`src/rtl/mle_regs.vh`:
```
`ifndef MLE_REGS_VH
`define MLE_REGS_VH

// ----------------------------------------
// Register byte offsets
// ----------------------------------------
`define MLE_OFS_INSTR   8'h00
`define MLE_OFS_WREG    8'h04
`define MLE_OFS_FLAGS   8'h08
`define MLE_OFS_PC      8'h0C
`define MLE_OFS_STATUS  8'h10
`define MLE_OFS_STACK   8'h14

// ----------------------------------------
// Instruction word fields
// ----------------------------------------
`define MLE_F_OP        4:0
`define MLE_F_MADDR     15:8
`define MLE_F_IMM       23:16

// ----------------------------------------
// Flag bit positions
// ----------------------------------------
`define MLE_B_CARRY     0
`define MLE_B_AUX       1
`define MLE_B_ZERO      2
`define MLE_B_SIGNED    3
`define MLE_B_IRQ_EN    4

// ----------------------------------------
// Status bit positions
// ----------------------------------------
`define MLE_B_BUSY      0
`define MLE_B_SQUASH    1
`define MLE_F_CYCLES    3:2
`define MLE_B_SP_LO     8

// ----------------------------------------
// Opcodes
// ----------------------------------------
`define MLE_OP_COPY_M2W     5'h00
`define MLE_OP_LOAD_IMM     5'h01
`define MLE_OP_STORE        5'h02
`define MLE_OP_IDLE         5'h03
`define MLE_OP_OR_MEM       5'h04
`define MLE_OP_OR_IMM       5'h05
`define MLE_OP_OR_INTO_MEM  5'h06
`define MLE_OP_SUB_EXIT     5'h07
`define MLE_OP_SUB_EXIT_IMM 5'h08
`define MLE_OP_IRQ_EXIT     5'h09
`define MLE_OP_ROTL_MEM     5'h0A
`define MLE_OP_ROTL_W       5'h0B
`define MLE_OP_ROTLC_MEM    5'h0C
`define MLE_OP_ROTLC_W      5'h0D
`define MLE_OP_ROTR_MEM     5'h0E
`define MLE_OP_ROTR_W       5'h0F
`define MLE_OP_ROTRC_MEM    5'h10
`define MLE_OP_ROTRC_W      5'h11
`define MLE_OP_BSUB_W       5'h12
`define MLE_OP_BSUB_MEM     5'h13
`define MLE_OP_DEC_SKIP     5'h14

// ----------------------------------------
// Reset values, counts and bus answers
// ----------------------------------------
`define MLE_RST_BYTE    8'h00
`define MLE_RST_WORD    32'h0000_0000
`define MLE_ONE_BYTE    8'h01
`define MLE_CYC_ONE     2'h1
`define MLE_CYC_TWO     2'h2
`define MLE_RESP_OKAY   2'h0
`define MLE_RESP_SLVERR 2'h2

`endif

```
`src/rtl/mle_core.v`:
```
// Contract
// - Memory byte copied to working register, flags kept.
// - Immediate byte loaded into working register, flags kept.
// - Working register stored to memory, flags kept.
// - Idle instruction only advances program counter.
// - OR into working register, zero flag only.
// - OR written back to memory, zero flag only.
// - Subroutine exit pops counter, two cycles, flags kept.
// - Exit pops counter, loads immediate into working register.
// - Interrupt exit pops counter, sets global enable.
// - Left rotate, bit 7 into bit 0.
// - Left rotate through carry, only carry changes.
// - Right rotate, bit 0 into bit 7.
// - Right rotate through carry, only carry changes.
// - Borrow subtract updates signed, zero, aux, carry.
// - Decrement memory; zero result skips, two cycles.
//
// Local design decisions: the register addresses and register access over AXI4-Lite.
`timescale 1ns/1ps
`include "mle_regs.vh"

module mle_core #(
	parameter PC_W   = 12,
	parameter STK_AW = 3,
	parameter MEM_AW = 8
) (
	input  wire            core_clk,
	input  wire            rst,
	input  wire [7:0]      s_axi_awaddr,
	input  wire            s_axi_awvalid,
	output reg             s_axi_awready,
	input  wire [31:0]     s_axi_wdata,
	input  wire [3:0]      s_axi_wstrb,
	input  wire            s_axi_wvalid,
	output reg             s_axi_wready,
	output reg  [1:0]      s_axi_bresp,
	output reg             s_axi_bvalid,
	input  wire            s_axi_bready,
	input  wire [7:0]      s_axi_araddr,
	input  wire            s_axi_arvalid,
	output reg             s_axi_arready,
	output reg  [31:0]     s_axi_rdata,
	output reg  [1:0]      s_axi_rresp,
	output reg             s_axi_rvalid,
	input  wire            s_axi_rready,
	output reg             squash_prefetch,
	output reg             global_irq_enable
);
	// ----------------------------------------
	// State encoding
	// ----------------------------------------
	localparam [3:0] ST_IDLE  = 4'b0001;
	localparam [3:0] ST_FETCH = 4'b0010;
	localparam [3:0] ST_EXEC  = 4'b0100;
	localparam [3:0] ST_EXTRA = 4'b1000;

	reg [3:0]        state;
	reg [31:0]       instr;
	reg [7:0]        working_register;
	reg              carry_flag;
	reg              aux_carry_flag;
	reg              zero_flag;
	reg              signed_excess_flag;
	reg [PC_W-1:0]   pc;
	reg [PC_W-1:0]   stack [0:(1<<STK_AW)-1];
	reg [STK_AW-1:0] sp;
	reg [1:0]        last_cycles;
	reg [7:0]        wr_addr;
	reg [31:0]       wr_data;
	reg [3:0]        wr_strb;

	wire [4:0]        op       = instr[`MLE_F_OP];
	wire [7:0]        imm      = instr[`MLE_F_IMM];
	wire [7:0]        mem_rdata;
	wire              busy     = ~state[0];
	wire [STK_AW-1:0] sp_dec   = sp - {{(STK_AW-1){1'b0}}, 1'b1};
	wire              wr_go    = ~s_axi_awready & ~s_axi_wready & ~s_axi_bvalid;
	wire              wr_instr = wr_go & (wr_addr == `MLE_OFS_INSTR);

	// ----------------------------------------
	// Helpers
	// ----------------------------------------
	function [31:0] merge;
		input [31:0] old_v;
		input [31:0] new_v;
		input [3:0]  strb;
		integer      i;
		begin
			merge = old_v;
			for (i = 0; i < 4; i = i + 1) begin
				if (strb[i]) begin
					merge[i*8 +: 8] = new_v[i*8 +: 8];
				end
			end
		end
	endfunction

	function mapped;
		input [7:0] a;
		begin
			mapped = (a == `MLE_OFS_INSTR) || (a == `MLE_OFS_WREG) ||
				(a == `MLE_OFS_FLAGS) || (a == `MLE_OFS_PC) ||
				(a == `MLE_OFS_STATUS) || (a == `MLE_OFS_STACK);
		end
	endfunction

	// {signed excess, aux carry, carry, result}
	function [10:0] borrow_sub;
		input [7:0] a;
		input [7:0] b;
		input       cin;
		reg   [8:0] sum;
		reg   [4:0] lo;
		reg   [7:0] nb;
		begin
			nb  = ~b;
			sum = {1'b0, a} + {1'b0, nb} + {8'h00, cin};
			lo  = {1'b0, a[3:0]} + {1'b0, nb[3:0]} + {4'h0, cin};
			borrow_sub = {(a[7] == nb[7]) && (sum[7] != a[7]), lo[4], sum[8], sum[7:0]};
		end
	endfunction

	// ----------------------------------------
	// Data memory and execution datapath
	// ----------------------------------------
	wire [31:0] pc_wr  = merge({{(32-PC_W){1'b0}}, pc}, wr_data, wr_strb);
	wire [31:0] stk_wr = merge({{(32-PC_W){1'b0}}, stack[sp]}, wr_data, wr_strb);
	reg  [7:0] res;
	reg        to_w;
	reg        to_m;
	reg        upd_z;
	reg        upd_c;
	reg        upd_sub;
	reg        new_c;
	reg        pop;
	reg        set_irq;
	reg        skip;
	reg [10:0] sub_out;

	mle_data_mem #(.AW(MEM_AW), .DW(8)) u_mem (
		.core_clk (core_clk),
		.we       (state[2] & to_m),
		.addr     (instr[`MLE_F_MADDR]),
		.wdata    (res),
		.rdata    (mem_rdata)
	);

	// Destination first, result second, so forms sharing a result share one item
	always @* begin
		res     = mem_rdata;
		to_w    = 1'b0;
		to_m    = 1'b0;
		upd_z   = 1'b0;
		upd_c   = 1'b0;
		upd_sub = 1'b0;
		new_c   = carry_flag;
		pop     = 1'b0;
		set_irq = 1'b0;
		skip    = 1'b0;
		sub_out = borrow_sub(working_register, mem_rdata, carry_flag);
		case (op)
		`MLE_OP_ROTL_MEM, `MLE_OP_ROTLC_MEM, `MLE_OP_ROTR_MEM, `MLE_OP_ROTRC_MEM,
		`MLE_OP_BSUB_MEM: to_m = 1'b1;
		`MLE_OP_ROTL_W, `MLE_OP_ROTLC_W, `MLE_OP_ROTR_W, `MLE_OP_ROTRC_W, `MLE_OP_BSUB_W,
		`MLE_OP_COPY_M2W: to_w = 1'b1;
		default:          to_w = 1'b0;
		endcase
		case (op)
		`MLE_OP_LOAD_IMM: begin
			res  = imm;
			to_w = 1'b1;
		end
		`MLE_OP_STORE: begin
			res  = working_register;
			to_m = 1'b1;
		end
		`MLE_OP_OR_MEM, `MLE_OP_OR_IMM, `MLE_OP_OR_INTO_MEM: begin
			res   = working_register | ((op == `MLE_OP_OR_IMM) ? imm : mem_rdata);
			to_m  = (op == `MLE_OP_OR_INTO_MEM);
			to_w  = ~to_m;
			upd_z = 1'b1;
		end
		`MLE_OP_SUB_EXIT:                   pop = 1'b1;
		`MLE_OP_SUB_EXIT_IMM: begin
			pop  = 1'b1;
			res  = imm;
			to_w = 1'b1;
		end
		`MLE_OP_IRQ_EXIT: begin
			pop     = 1'b1;
			set_irq = 1'b1;
		end
		`MLE_OP_ROTL_MEM, `MLE_OP_ROTL_W:   res = {mem_rdata[6:0], mem_rdata[7]};
		`MLE_OP_ROTLC_MEM, `MLE_OP_ROTLC_W: begin
			res   = {mem_rdata[6:0], carry_flag};
			new_c = mem_rdata[7];
			upd_c = 1'b1;
		end
		`MLE_OP_ROTR_MEM, `MLE_OP_ROTR_W:   res = {mem_rdata[0], mem_rdata[7:1]};
		`MLE_OP_ROTRC_MEM, `MLE_OP_ROTRC_W: begin
			res   = {carry_flag, mem_rdata[7:1]};
			new_c = mem_rdata[0];
			upd_c = 1'b1;
		end
		`MLE_OP_BSUB_W, `MLE_OP_BSUB_MEM: begin
			res     = sub_out[7:0];
			new_c   = sub_out[8];
			upd_sub = 1'b1;
		end
		`MLE_OP_DEC_SKIP: begin
			res  = mem_rdata - `MLE_ONE_BYTE;
			to_m = 1'b1;
			skip = (res == `MLE_RST_BYTE);
		end
		default:                            res = mem_rdata;
		endcase
	end

	// ----------------------------------------
	// Sequencer and register file
	// ----------------------------------------
	// Execution updates sit below software writes, so they win a same-cycle clash
	always @(posedge core_clk or posedge rst) begin
		if (rst) begin
			state              <= ST_IDLE;
			instr              <= `MLE_RST_WORD;
			working_register   <= `MLE_RST_BYTE;
			carry_flag         <= 1'b0;
			aux_carry_flag     <= 1'b0;
			zero_flag          <= 1'b0;
			signed_excess_flag <= 1'b0;
			global_irq_enable  <= 1'b0;
			pc                 <= {PC_W{1'b0}};
			sp                 <= {STK_AW{1'b0}};
			last_cycles        <= 2'h0;
			squash_prefetch    <= 1'b0;
		end else begin
			if (wr_go) begin
				case (wr_addr)
				`MLE_OFS_INSTR: begin
					if (!busy) begin
						instr <= merge(instr, wr_data, wr_strb);
						state <= ST_FETCH;
					end
				end
				`MLE_OFS_WREG:  if (wr_strb[0]) working_register <= wr_data[7:0];
				`MLE_OFS_FLAGS: if (wr_strb[0]) {global_irq_enable, signed_excess_flag, zero_flag,
					aux_carry_flag, carry_flag} <= wr_data[`MLE_B_IRQ_EN:`MLE_B_CARRY];
				`MLE_OFS_PC:    pc <= pc_wr[PC_W-1:0];
				`MLE_OFS_STACK: begin
					stack[sp] <= stk_wr[PC_W-1:0];
					sp        <= sp + {{(STK_AW-1){1'b0}}, 1'b1};
				end
				default:        sp <= sp;
				endcase
			end
			case (state)
			ST_IDLE:  squash_prefetch <= 1'b0;
			ST_FETCH: state <= ST_EXEC;
			ST_EXEC: begin
				if (to_w) working_register <= res;
				if (upd_z) zero_flag <= (res == `MLE_RST_BYTE);
				if (upd_c) carry_flag <= new_c;
				if (upd_sub) begin
					carry_flag         <= new_c;
					zero_flag          <= (res == `MLE_RST_BYTE);
					aux_carry_flag     <= sub_out[9];
					signed_excess_flag <= sub_out[10];
				end
				if (set_irq) global_irq_enable <= 1'b1;
				if (pop) begin
					pc <= stack[sp_dec];
					sp <= sp_dec;
				end else begin
					pc <= pc + (skip ? {{(PC_W-2){1'b0}}, 2'b10} : {{(PC_W-1){1'b0}}, 1'b1});
				end
				squash_prefetch <= skip;
				last_cycles     <= (pop || skip) ? `MLE_CYC_TWO : `MLE_CYC_ONE;
				state           <= (pop || skip) ? ST_EXTRA : ST_IDLE;
			end
			ST_EXTRA: begin
				squash_prefetch <= 1'b0;
				state           <= ST_IDLE;
			end
			default:  state <= ST_IDLE;
			endcase
		end
	end

	// ----------------------------------------
	// AXI4-Lite slave
	// ----------------------------------------
	// Address and data are each held until the response is taken
	always @(posedge core_clk or posedge rst) begin
		if (rst) begin
			s_axi_awready <= 1'b1;
			s_axi_wready  <= 1'b1;
			s_axi_bvalid  <= 1'b0;
			s_axi_bresp   <= `MLE_RESP_OKAY;
			wr_addr       <= `MLE_RST_BYTE;
			wr_data       <= `MLE_RST_WORD;
			wr_strb       <= 4'h0;
		end else begin
			if (s_axi_awvalid && s_axi_awready) begin
				wr_addr       <= {s_axi_awaddr[7:2], 2'b00};
				s_axi_awready <= 1'b0;
			end
			if (s_axi_wvalid && s_axi_wready) begin
				wr_data      <= s_axi_wdata;
				wr_strb      <= s_axi_wstrb;
				s_axi_wready <= 1'b0;
			end
			if (wr_go) begin
				s_axi_bvalid <= 1'b1;
				s_axi_bresp <= (!mapped(wr_addr) || wr_addr == `MLE_OFS_STATUS ||
					(wr_instr && busy)) ? `MLE_RESP_SLVERR : `MLE_RESP_OKAY;
			end
			if (s_axi_bvalid && s_axi_bready) begin
				s_axi_bvalid  <= 1'b0;
				s_axi_awready <= 1'b1;
				s_axi_wready  <= 1'b1;
			end
		end
	end

	reg [31:0] rd_mux;
	wire [7:0] rd_addr = {s_axi_araddr[7:2], 2'b00};

	always @* begin
		rd_mux = `MLE_RST_WORD;
		case (rd_addr)
		`MLE_OFS_INSTR:  rd_mux = instr;
		`MLE_OFS_WREG:   rd_mux[7:0] = working_register;
		`MLE_OFS_FLAGS:  rd_mux[`MLE_B_IRQ_EN:`MLE_B_CARRY] = {global_irq_enable,
			signed_excess_flag, zero_flag, aux_carry_flag, carry_flag};
		`MLE_OFS_PC:     rd_mux[PC_W-1:0] = pc;
		`MLE_OFS_STATUS: begin
			rd_mux[`MLE_B_BUSY]   = busy;
			rd_mux[`MLE_B_SQUASH] = squash_prefetch;
			rd_mux[`MLE_F_CYCLES] = last_cycles;
			rd_mux[`MLE_B_SP_LO +: STK_AW] = sp;
		end
		`MLE_OFS_STACK:  rd_mux[PC_W-1:0] = stack[sp_dec];
		default:         rd_mux = `MLE_RST_WORD;
		endcase
	end

	always @(posedge core_clk or posedge rst) begin
		if (rst) begin
			s_axi_arready <= 1'b1;
			s_axi_rvalid  <= 1'b0;
			s_axi_rdata   <= `MLE_RST_WORD;
			s_axi_rresp   <= `MLE_RESP_OKAY;
		end else begin
			if (s_axi_arvalid && s_axi_arready) begin
				s_axi_arready <= 1'b0;
				s_axi_rvalid  <= 1'b1;
				s_axi_rdata   <= rd_mux;
				s_axi_rresp   <= mapped(rd_addr) ? `MLE_RESP_OKAY : `MLE_RESP_SLVERR;
			end
			if (s_axi_rvalid && s_axi_rready) begin
				s_axi_rvalid  <= 1'b0;
				s_axi_arready <= 1'b1;
			end
		end
	end
endmodule // mle_core

```
`src/rtl/mle_data_mem.v`:
```
`timescale 1ns/1ps

// ----------------------------------------
// Data memory, registered read
// ----------------------------------------
module mle_data_mem #(
	parameter AW = 8,
	parameter DW = 8
) (
	input  wire          core_clk,
	input  wire          we,
	input  wire [AW-1:0] addr,
	input  wire [DW-1:0] wdata,
	output reg  [DW-1:0] rdata
);
	reg [DW-1:0] store [0:(1<<AW)-1];

	// No reset: contents are undefined until written
	always @(posedge core_clk) begin
		if (we) begin
			store[addr] <= wdata;
		end
		rdata <= store[addr];
	end
endmodule // mle_data_mem

```
`config.mk`:
```
export PLATFORM = sky130hd
export DESIGN_NAME = mle_core
export DESIGN_NICKNAME = d
export VERILOG_FILES = /design/src/rtl/mle_core.v /design/src/rtl/mle_data_mem.v
export VERILOG_INCLUDE_DIRS = /design/src /design/src/rtl
export SDC_FILE = /design/constraint.sdc
export NUM_CORES = 2
export LEC_CHECK = 0
export BUFFER_PORTS_ARGS = -buffer_cell sky130_fd_sc_hd__buf_2
export CAP_MARGIN = 20
export CORE_MARGIN = 2
export CORE_UTILIZATION = 68
export DETAILED_ROUTE_END_ITERATION = 16
export PLACE_DENSITY_LB_ADDON = 0.25
export SLEW_MARGIN = 20
export SYNTH_ARGS = -nofsm -noshare
export SYNTH_HDL_FRONTEND = slang
export SYNTH_SLANG_ARGS = --single-unit
```
`constraint.sdc`:
```
create_clock -name core_clk -period 54.4 [get_ports core_clk]
set_input_delay 10.88 -clock core_clk [delete_from_list [all_inputs] [get_ports core_clk]]
set_output_delay 10.88 -clock core_clk [all_outputs]
set_load 0.05 [all_outputs]
```
==> flow_summary.ini <==
[run_status]
status = completed

[timing]
hold_viol = 0
finalSetupViolCount = 0
finClkSkew_ns = 0.0301
rsz0062_at_grt = false
setup_slack_ns = 41.84
drv_slew = 0
tightest_slew_ns = 1.29
final.min_clock_period_ns = 12.56
slew_headroom_pct = 14.0
max_freq_mhz = 79.6
post-route-period-util_pct = 23.1
setup_tns_ns = 0

[clock_network]
clk_latency_ns = 0.86
cts_tree = yes
post_cts_buffers = 0
htreeDepth = 4
cts_root_buf = clkbuf_16
cts.sinks = 2300
cts_buffers = 214
path_clk_slew_ns = 0.06
cts_resized = 0
cts_buffer_depth = 3
hold_buffers = 0

[yosys]
avgSynthCellArea_um2 = 20.4
synth_edf_count = 2144
synthesis.area_mm2 = 0.0912
synthArstFlopShare_pct = 6.43
syn_inst = 4479
yosysSeqAreaShare_pct = 74.9
synth_cell_types = 82
synth_ff_type = edfxtp_1
ys_ff_latch = 2300
yosys_warnings = 0

[power_and_ir_drop]
power.internal_uw = 4450
swShare_pct = 35.9
clockPowerShare_pct = 22.1
power_frac_seq_pct = 43.3
p_switching_uw = 2490
p_per_area_mw_per_mm2 = 68.9
p_leak_uw = 0.0316
combPwrFrac_pct = 34.6
max-vdd-ir-drop_v = 0.000187

[min_path]
worstHoldPathCells = 2
hold_path_class = flip-flop to flip-flop
min_from = s_axi_rdata[23]

[setup_path]
reg2regPathDepth = 10
crit_required_ns = 43.52
critPathArrivalTime_ns = 1.68
slowest_stage = dfstp_2
worstSetupEndpointType = output pin
path_cells = buf_2
critPathLaunch = s_axi_arready
critPathKind = flip-flop to output pin
startpoint_type = flip-flop
critPathBufInv = 1
slowest_delay_ns = 0.58
path_depth = 1
worstReg2RegStart = instr[8]
crit_family = flip-flops
worstPathMaxFanout = 5

[die]
core_mm2 = 0.133
die_w_um = 370
pin_count = 102
start_util_pct = 68.4
die_y_um = 370
dieArea_mm2 = 0.137
num_rows = 134

[global_route]
grt_pass1_vias = 47800
grt_usage_pct = 34.9
grt_pass1_wl_um = 338000
antenna_found_initial = 10
overflow = 0
grt_start_max_net_pins = 259

[detailed_routing]
drt-initial-drc-count = 8036
avgViaCountPerCell = 7.30
wl_um = 236000
via_count = 47900
detail-route-antenna-nets = 0
drc = 0
detail_route.wl_per_cell_um = 35.9
dr.pass1.iters = 7

[placed_design]
dpl.hpwl_um = 127000
pre_cts_ws_ns = 41.46
place.gp.congestion = 0.913
portBuffers = 95

[cells_and_area]
final_nets = 4685
syn_to_final_growth_pct = 10.5
layout-drive-gt1-share_pct = 25.9

[run]
max-cap-violations = 0
[power by group through the flow]
stage	Combinational [µW]	Sequential [µW]	Clock, µW
6_report	2400	3000	1530
3_3_place_gp	2200	3040	0
5_1_grt	2500	3010	1600
4_1_cts	2330	3010	1540
3_5_place_dp	2290	3040	0
2_1_floorplan	1360	3440	0
[cell type report]
type,instances,area (µm²)
flip-flops and latches,2300,68300
repair buffers,179,1290
inverters,37,159
well taps,1768,2210
clock inverters,133,1410
diodes,5,12.5
fillers,6800,32600
multi-input cells,1878,21600
clock buffers,266,5760
[synthesized netlist by cell type (10+ instances only)]
cell type / number / share of area, %
inv_1: 36 / 0.15
o211ai_1: 15 / 0.12
nor2_1: 329 / 1.4
a221oi_1: 12 / 0.12
a22o_1: 21 / 0.20
nor2b_1: 19 / 0.13
nand2b_1: 12 / 0.082
ha_1: 13 / 0.18
edfxtp_1: 2144 / 71
o21ai_0: 104 / 0.57
buf_4: 35 / 0.29
mux2i_1: 79 / 0.87
nand4_1: 10 / 0.069
nor3_1: 31 / 0.17
mux2_2: 88 / 1.1
clkbuf_1: 118 / 0.49
a31oi_1: 10 / 0.069
and3_1: 15 / 0.10
buf_2: 80 / 0.44
buf_1: 23 / 0.095
dfrtp_1: 144 / 4.0
nand2_1: 183 / 0.75
a211oi_1: 15 / 0.12
a22oi_1: 54 / 0.44
nand3_1: 46 / 0.25
a21oi_1: 58 / 0.32
mux4_2: 612 / 15
[routing by layer]
layer  global-route usage (%)  wire (µm)  vias up
met5                        0         90        -
met1                     46.7      80400    24700
li1                         -          -    18700
met4                     16.5      12900       14
met3                     8.99      27000      748
met2                     54.9     115000     3758
[sequential cells by signal, indices dropped and copies added, names as in the netlist, 2 cells and up]
signal / cells
borrow_sub.a: 8
pc: 12
wr_strb: 4
state: 4
last_cycles: 2
wr_data: 32
u_mem.rdata: 8
sp: 3
stack: 96
instr: 32
wr_addr: 6
u_mem.store: 2048
s_axi_rdata: 32
[worst paths after layout]
check	end	slack (ns)
min	s_axi_rdata[23]	0.48
max reg2reg	u_mem.rdata[2]	47.78
min in group asynchronous	sp[1]	10.22
max	s_axi_arready	41.84
min reg2reg	s_axi_rdata[23]	0.48
max in group asynchronous	wr_data[17]	42.83
[metrics by stage]
step | util [%] | instance area (µm²) | instances | power [µW] | hold slack, ns
detailed placement | 70.1 | 93400 | 6158 | 5340 | 0.465
global placement | 70.1 | 93400 | 6157 | 5240 | 0.447
CTS | 75.4 | 101000 | 6557 | 6870 | 0.479
global route | 75.6 | 101000 | 6561 | 7110 | 0.500
finish | 75.6 | 101000 | 6566 | 6940 | 0.475
floorplan | - | 91200 | 4480 | 4800 | 0.436
[cells by family (layout without fill, tap and decap cells)]
group / Yosys count / count (layout) / share of synthesized area [%]
DFF: 2300 / 2300 / 74.9
muxes: 779 / 779 / 17.1
and+or+nand+nor: 696 / 696 / 3.35
AOI/OAI and AO/OA: 371 / 371 / 2.76
buffers and inverters: 302 / 615 / 1.57
adders and majority gates: 16 / 16 / 0.244
xor gates and xnor gates: 14 / 14 / 0.135
other: 1 / 7 / 0.00411
[cell usage in the layout (no fill, tap or decap), types with 10 or more instances in the layout]
master      instances
a211oi_1           15
a21oi_1            58
a221oi_1           12
a22o_1             21
a22oi_1            54
a31oi_1            10
and3_1             15
buf_2              95
buf_4              71
bufinv_16          27
clkbuf_1           37
clkbuf_16         219
clkbuf_8           10
clkinv_1           47
clkinv_2           34
clkinvlp_4         13
dfrtp_1           139
edfxtp_1         2144
ha_1               13
inv_1              34
mux2_2             88
mux2i_1            79
mux4_2            612
nand2_1           179
nand2b_1           12
nand3_1            42
nand4_1            10
nor2_1            327
nor2b_1            15
nor3_1             28
o211ai_1           15
o21ai_0           104
Power figures use the tool's default switching activity.
